[config.mk]
export PLATFORM = sky130hd
export DESIGN_NAME = rtc_temp_comp
export DESIGN_NICKNAME = d
export VERILOG_FILES = /design/src/hdl/rtc_tc_pkg.sv /design/src/hdl/rtc_temp_comp.sv
export SDC_FILE = /design/constraint.sdc
export NUM_CORES = 1
export LEC_CHECK = 0
export BUFFER_PORTS_ARGS = -buffer_cell sky130_fd_sc_hd__buf_2
export CORE_MARGIN = 2
export CORE_UTILIZATION = 30
export CTS_CLUSTER_SIZE = 12
export DETAILED_ROUTE_END_ITERATION = 16
export PLACE_DENSITY = 0.61
export SLEW_MARGIN = 20
export SYNTH_ARGS = -nofsm -noshare
export SYNTH_HDL_FRONTEND = slang
export SYNTH_SLANG_ARGS = --single-unit
[constraint.sdc]
create_clock -name i_clock -period 2.75 [get_ports i_clock]
set_clock_uncertainty 0.2 [all_clocks]
set_input_delay 0.1375 -clock i_clock [delete_from_list [all_inputs] [get_ports i_clock]]
set_output_delay 0.1375 -clock i_clock [all_outputs]
set_load 0.01 [all_outputs]
[src/hdl/rtc_tc_pkg.sv]
/*
  Constants for the temperature compensation control block: register
  offsets, field positions, reset values, timing figures and states.
  Assumes a single 125 MHz clock and an 8-bit register port.
*/
package rtc_tc_pkg;

  // ------------------------------------------------------------
  // Register map
  // ------------------------------------------------------------
  localparam logic [7:0] ADDR_COLD_COEFF = 8'h0C;
  localparam logic [7:0] ADDR_CTRL_GAIN = 8'h0D;
  localparam logic [7:0] ADDR_STATUS = 8'h1F;

  // ------------------------------------------------------------
  // Field positions and reset values
  // ------------------------------------------------------------
  localparam int BIT_THERMAL_ON = 7;
  localparam int BIT_BATT_ON = 6;
  localparam int BIT_BATT_RATE = 5;
  localparam int GAIN_MSB = 4;
  localparam logic [7:0] COLD_COEFF_RST = 8'h00;
  localparam logic [7:0] CTRL_GAIN_RST = 8'h00;
  localparam logic [7:0] RDATA_NONE = 8'h00;

  // ------------------------------------------------------------
  // Trim decode
  // ------------------------------------------------------------
  localparam logic signed [6:0] TRIM_POS_TOP = 7'sh20;

  // ------------------------------------------------------------
  // Timing
  // ------------------------------------------------------------
  localparam int CLOCK_PERIOD_NS = 8;
  localparam int SECOND_NS = 1_000_000_000;
  localparam int CYCLES_PER_SECOND = SECOND_NS / CLOCK_PERIOD_NS;
  localparam int PERIOD_SLOW_MIN = 10;
  localparam int PERIOD_FAST_MIN = 1;
  localparam int SECONDS_PER_MIN = 60;
  localparam logic [9:0] PERIOD_SLOW_S = 10'(PERIOD_SLOW_MIN * SECONDS_PER_MIN);
  localparam logic [9:0] PERIOD_FAST_S = 10'(PERIOD_FAST_MIN * SECONDS_PER_MIN);

  // ------------------------------------------------------------
  // Conversion sequencer states
  // ------------------------------------------------------------
  typedef enum logic [2:0] {
    ST_IDLE = 3'b001,
    ST_CONV1 = 3'b010,
    ST_CONV2 = 3'b100
  } conv_state_t;

endpackage : rtc_tc_pkg

[src/hdl/rtc_temp_comp.sv]
/*
  Temperature compensation control: coefficient and control registers,
  trim decode, sensing enables, two-conversion averaging and the
  battery-mode sense period.
  Assumes the converter, sensor and compensation datapath sit outside;
  the battery level flag is already synchronous to i_clock.
*/
// Our own choice: the plain strobed port.
`timescale 1ns/1ps
`default_nettype none

module rtc_temp_comp
  import rtc_tc_pkg::*;
#(
  parameter int SECOND_CYCLES = CYCLES_PER_SECOND
) (
  // Clock and reset
  input wire logic i_clock,
  input wire logic i_nrst,
  // Register port
  input wire logic [7:0] i_addr,
  input wire logic [7:0] i_wdata,
  input wire logic i_wr,
  input wire logic i_rd,
  output logic [7:0] o_rdata,
  // Supply state
  input wire logic i_battery_mode,
  input wire logic i_vbat_low,
  // Initial trims and compensated trims
  input wire logic [5:0] i_initial_analog_trim,
  input wire logic [4:0] i_initial_digital_trim,
  input wire logic [5:0] i_comp_analog_trim,
  input wire logic [4:0] i_comp_digital_trim,
  // Curvature inputs
  input wire logic [7:0] i_hot_coeff,
  input wire logic [9:0] i_turnover_temp,
  // Converter
  input wire logic i_conv_done,
  input wire logic [9:0] i_conv_result,
  output logic o_conv_start,
  output logic o_sensor_on,
  // Compensation outputs
  output logic o_comp_active,
  output logic [5:0] o_analog_trim,
  output logic [4:0] o_digital_trim,
  output logic signed [6:0] o_analog_step,
  output logic [4:0] o_gain,
  output logic [7:0] o_curv_coeff,
  output logic o_cold_span,
  output logic [9:0] o_temp_result
);

  // ------------------------------------------------------------
  // Trim code to signed step count
  // ------------------------------------------------------------
  function automatic logic signed [6:0] trim_step(input logic [5:0] code);
    logic signed [6:0] mag;
    mag = $signed({2'b00, code[4:0]});
    if (code[5]) begin
      trim_step = -mag;
    end else begin
      trim_step = TRIM_POS_TOP - mag;
    end
  endfunction : trim_step

  // ------------------------------------------------------------
  // Register file
  // ------------------------------------------------------------
  logic [7:0] cold_q, cold_d;
  logic [7:0] ctrl_q, ctrl_d;
  logic [7:0] rdata_q, rdata_d;
  logic thermal_on, batt_on, batt_rate;
  logic tse_rise;
  logic start_ok;
  conv_state_t state_q, state_d;
  logic sense_active;

  assign thermal_on = ctrl_q[BIT_THERMAL_ON];
  assign batt_on = ctrl_q[BIT_BATT_ON];
  assign batt_rate = ctrl_q[BIT_BATT_RATE];
  // Turning sensing on from off kicks one averaging cycle
  assign tse_rise = i_wr && (i_addr == ADDR_CTRL_GAIN) && i_wdata[BIT_THERMAL_ON] && !thermal_on;
  // Battery permission comes from the byte being written, not the old register
  assign start_ok = tse_rise && (!i_battery_mode || (i_wdata[BIT_BATT_ON] && !i_vbat_low));

  // Writes are taken at any time; gating them is software's duty
  always_comb begin
    cold_d = cold_q;
    ctrl_d = ctrl_q;
    rdata_d = RDATA_NONE;
    if (i_wr && i_addr == ADDR_COLD_COEFF) begin
      cold_d = i_wdata;
    end else if (i_wr && i_addr == ADDR_CTRL_GAIN) begin
      ctrl_d = i_wdata;
    end
    if (i_rd && i_addr == ADDR_COLD_COEFF) begin
      rdata_d = cold_q;
    end else if (i_rd && i_addr == ADDR_CTRL_GAIN) begin
      rdata_d = ctrl_q;
    end else if (i_rd && i_addr == ADDR_STATUS) begin
      rdata_d = {5'h00, o_cold_span, sense_active, (state_q != ST_IDLE)};
    end
  end

  // Both enables come up cleared at power-up
  always_ff @(posedge i_clock or negedge i_nrst) begin
    if (!i_nrst) begin
      cold_q <= COLD_COEFF_RST;
      ctrl_q <= CTRL_GAIN_RST;
      rdata_q <= RDATA_NONE;
    end else begin
      cold_q <= cold_d;
      ctrl_q <= ctrl_d;
      rdata_q <= rdata_d;
    end
  end

  assign o_rdata = rdata_q;

  // ------------------------------------------------------------
  // Sensing enables
  // ------------------------------------------------------------
  // Low battery overrides the battery enable bit outright
  assign sense_active = thermal_on && (!i_battery_mode || (batt_on && !i_vbat_low));

  // Trim path: sensing off bypasses the compensation engine
  always_comb begin
    if (sense_active) begin
      o_analog_trim = i_comp_analog_trim;
      o_digital_trim = i_comp_digital_trim;
    end else begin
      o_analog_trim = i_initial_analog_trim;
      o_digital_trim = i_initial_digital_trim;
    end
  end

  assign o_comp_active = sense_active;
  assign o_analog_step = trim_step(o_analog_trim);
  assign o_gain = ctrl_q[GAIN_MSB:0];

  // Coefficient select: the value is a magnitude, sign is implied negative
  assign o_cold_span = $signed(o_temp_result) < $signed(i_turnover_temp);
  assign o_curv_coeff = o_cold_span ? cold_q : i_hot_coeff;

  // ------------------------------------------------------------
  // Battery-mode sense period
  // ------------------------------------------------------------
  logic [31:0] div_q, div_d;
  logic [9:0] sec_q, sec_d;
  logic period_hit;
  logic [9:0] period_s;

  assign period_s = batt_rate ? PERIOD_FAST_S : PERIOD_SLOW_S;

  // Counters hold at zero whenever battery sensing is not live
  always_comb begin
    div_d = div_q;
    sec_d = sec_q;
    period_hit = 1'b0;
    if (!(i_battery_mode && sense_active)) begin
      div_d = '0;
      sec_d = '0;
    end else if (div_q == 32'(SECOND_CYCLES - 1)) begin
      div_d = '0;
      if (sec_q >= period_s - 10'h001) begin
        sec_d = '0;
        period_hit = 1'b1;
      end else begin
        sec_d = sec_q + 10'h001;
      end
    end else begin
      div_d = div_q + 32'h00000001;
    end
  end

  always_ff @(posedge i_clock or negedge i_nrst) begin
    if (!i_nrst) begin
      div_q <= '0;
      sec_q <= '0;
    end else begin
      div_q <= div_d;
      sec_q <= sec_d;
    end
  end

  // ------------------------------------------------------------
  // Two-conversion averaging sequencer
  // ------------------------------------------------------------
  logic [9:0] first_q, first_d;
  logic [9:0] temp_q, temp_d;
  logic start_q, start_d;
  logic [10:0] sum;

  assign sum = {1'b0, first_q} + {1'b0, i_conv_result};

  // Dropping sense enable mid-cycle abandons the pair, result untouched
  always_comb begin
    state_d = state_q;
    first_d = first_q;
    temp_d = temp_q;
    start_d = 1'b0;
    case (state_q)
      ST_IDLE: begin
        if (start_ok || period_hit) begin
          state_d = ST_CONV1;
          start_d = 1'b1;
        end
      end
      ST_CONV1: begin
        // Off then on back to back restarts the pair at once
        if (!sense_active) begin
          state_d = start_ok ? ST_CONV1 : ST_IDLE;
          start_d = start_ok;
        end else if (i_conv_done) begin
          first_d = i_conv_result;
          state_d = ST_CONV2;
          start_d = 1'b1;
        end
      end
      ST_CONV2: begin
        if (!sense_active) begin
          state_d = start_ok ? ST_CONV1 : ST_IDLE;
          start_d = start_ok;
        end else if (i_conv_done) begin
          temp_d = sum[10:1];
          state_d = ST_IDLE;
        end
      end
      default: begin
        state_d = ST_IDLE;
      end
    endcase
  end

  always_ff @(posedge i_clock or negedge i_nrst) begin
    if (!i_nrst) begin
      state_q <= ST_IDLE;
      first_q <= '0;
      temp_q <= '0;
      start_q <= 1'b0;
    end else begin
      state_q <= state_d;
      first_q <= first_d;
      temp_q <= temp_d;
      start_q <= start_d;
    end
  end

  assign o_conv_start = start_q;
  assign o_temp_result = temp_q;
  // Sensor and converter draw power only while enabled
  assign o_sensor_on = sense_active && (state_q != ST_IDLE);
endmodule : rtc_temp_comp

`default_nettype wire

==> results.yml <==
power_and_ir_drop:
  finalPower_mw: 2.85
  switching_share_pct: 25.6
  p_int_mw: 2.12
  p_clk_share_pct: 42.9
  ir_drop_mv: 0.304
  seq_power_share_pct: 47.2
  combPwrFrac_pct: 9.9
  p_leak_nw: 3.35
  power_density_nw_per_um2: 416
  p_sw_mw: 0.731
layout:
  utilization_pct: 39.9
  layout.nets: 784
  drive_gt1_share_pct: 31.8
  n_antenna_cell: 0
  multi_input_area_um2: 2880
  syn2layout_area_growth_pct: 31.4
  design_area_um2: 6860
  regArea_um2: 2250
  fill_cells: 1754
detailed_routing:
  ant_nets: 0
  wl_um: 12400
  drt_iter0_drc: 158
  first_pass_iters: 4
  vias: 4329
  route.detailed.drc: 0
  wire_per_inst_um: 13.6
  vias_per_cell: 4.74
clock_network:
  htreeDepth: 3
  cts_tree: "built"
  clk_path_buf_depth: 2
  cts-root-buf: "clkbuf_16"
  clock_sinks: 90
  numCtsBuffers: 9
  path_clk_slew_ns: 0.07
  clk_latency_ns: 0.35
yosys:
  synth.top_cells.by_count: "dfrtp_1, nor2_1, mux2_2, nand2_1, o21ai_0"
  ys_types: 57
  synth.area.top_cells: "dfrtp_1, mux2_2, ha_1"
  async_reset_ff_share_pct: 100
  yosys_most_used_dff: "dfrtp_1"
  synth_top_cell_by_area: "dfrtp_1"
  synth_edf_count: 0
  yosys_warnings: 0
  synth_most_common_cell: "dfrtp_1"
  netlist.area_leader.share_pct: 42.6
  ys_ff_latch: 90
  synthCells: 522
  synthesis.nets: 622
  yosysSeqAreaShare_pct: 43.1
  syn-mean-instance-area_um2: 10.0
  syn_area_um2: 5220
grt:
  grt.busiest_layer: "met2"
  track_usage_pct: 13.5
  grt_pass1_vias: 4069
  grt_start_max_net_pins: 39
  grtUsageMet3_pct: 3.84
  grt_remaining_overflow: 0
  grt_pass1_wl_um: 20000
  met2_usage_pct: 21.7
  antenna_found_initial: 0
  grtUsageMet1_pct: 18.2
timing:
  slew_headroom_pct: 55.9
  fmaxAchievable_mhz: 362
  grt_setup_unrepaired: "true"
  fin_crit_sh_pct: 100
  setup_viol: 2
  hold_slack_ns: 0.0625
  min_period_ns: 2.76
  hold_viol: 0
  fin_ws_ns: -0.0103
  maxSlewViolCount: 0
  worst_pin_slew_ns: 0.659
placed_design:
  portBuffers: 125
  gp_congestion: 0.800
  pre_cts_ws_ns: 0.146
  placed_area_um2: 6150
  post-dp-hpwl_um: 8910
setup_path:
  crit_chain: "ha_4 -> a2111oi_4 -> o21ai_2 -> a31oi_2 -> buf_6 -> o21ai_4 -> buf_12 -> mux2_4 -> buf_6"
  worstSetupEndpointType: "primary output"
  crit_fanout: 5
  crit_type: "register to primary output"
  crit_cells: 9
  cp_common_cell: "buf_6"
  slowest_delay_ns: 0.42
  startpoint_type: "register"
  critPathBufInv: 3
  r2r_cells: 6
  worstPathArrival_ns: 2.42
  reg2reg_slack_ns: 0.40
  cp_top_family: "compound AO/OA/AOI/OAI gates"
  cp_slowest_cell: "dfrtp_1"
  critPathRequiredTime_ns: 2.41
die:
  ios: 126
  core_region_area_um2: 17200
  std_cell_rows: 48
  start_util_pct: 30.4
  die_w_um: 136
  die_area_um2: 18500
  die_h_um: 136
outcome:
  violations: "setup timing"
  status: "finished, violations left"
min_path:
  hold_path_depth: 4
  hold_path_class: "input port to register"
flow_run:
  maxCapViolCount: 0
-- worst min-delay path: cells and delay by family --
kind,cells,cell delay (ns)
buffers and inverters,1,0.10
AND/OR/NAND/NOR,3,0.33
-- power by group through the flow --
stage          combinational (mW)  clock, mW  sequential, mW
5_1_grt                     0.315       1.32            1.35
2_1_floorplan               0.113          0            1.37
6_report                    0.284       1.22            1.35
4_1_cts                     0.272       1.27            1.35
3_5_place_dp                0.236          0            1.37
3_3_place_gp                0.232          0            1.37
-- logic make-up after synthesis --
family                     share of synthesized area [%]
and+or+nand+nor                                     21.1
AOI/OAI and AO/OA                                   10.8
DFF                                                 43.1
muxes                                               9.51
buffers and inverters                               3.50
xor gates and xnor gates                            5.37
adders and majority gates                           6.61
-- layer usage --
metal,share of wire [%],up-vias
li1,-,2174
met1,48,2064
met2,47,86
met3,4.9,5
met4,0.77,0
met5,0,-
-- sequential cells by signal (all words and copies together) (netlist names) --
name           count
o_conv_start       1
div_q             32
cold_q             8
sec_q             10
state_q            3
first_q           10
o_temp_result     10
ctrl_q             8
o_rdata            8
-- through the flow --
step / std cells / setup TNS [ns]
floorplan: 522 / 0
global placement: 869 / 0
detailed placement: 869 / 0
CTS: 910 / -0.0404
global route: 914 / -0.375
finish: 914 / -0.0105
-- path summary, 6_finish.rpt --
check | start | to
worst max-delay path | o_temp_result[4] | o_curv_coeff[5]
worst min-delay path | i_battery_mode | state_q[2]
worst min register to register | div_q[0] | div_q[0]
min in group asynchronous | i_nrst | div_q[28]
max in group asynchronous | i_nrst | cold_q[2]
worst max register to register | div_q[6] | div_q[8]
-- cell type report --
type                       instances  share of cell area [%]
timing repair buffer             165                    15.2
tap                              225                    4.10
multi-input combinational        392                    42.0
sequential                        90                    32.8
inverter                          26                    1.46
clock buffer                       9                    3.28
clock inverter                     7                    1.04
-- timing repair --
| action | in CTS | in global routing |
|---|---|---|
| hold buffers | 23 | 0 |
| pin swaps | 3 | 0 |
| hold endpoints to repair | 101 | 0 |
| resized for setup | 11 | 14 |
| gates cloned | 1 | 0 |
| buffers inserted | 1 | 4 |
| setup endpoints to repair | 8 | 11 |
-- cells in the final DEF (no fill, tap or decap), types with 8 or more instances in the layout --
cell           count
nand2_1           37
a22o_1             8
inv_1             25
dfrtp_1           89
nand2b_1          11
nor2_1            51
ha_1              24
nor3_1            15
nand3_1           18
buf_4             15
buf_2            119
nand4_1            9
a21oi_1           19
clkbuf_16          9
dlygate4sd3_1     23
and3_1            11
o21ai_0           32
xnor2_1           14
xor2_1            18
mux2_2            35
Note: power is estimated with default switching activity, not from simulation.
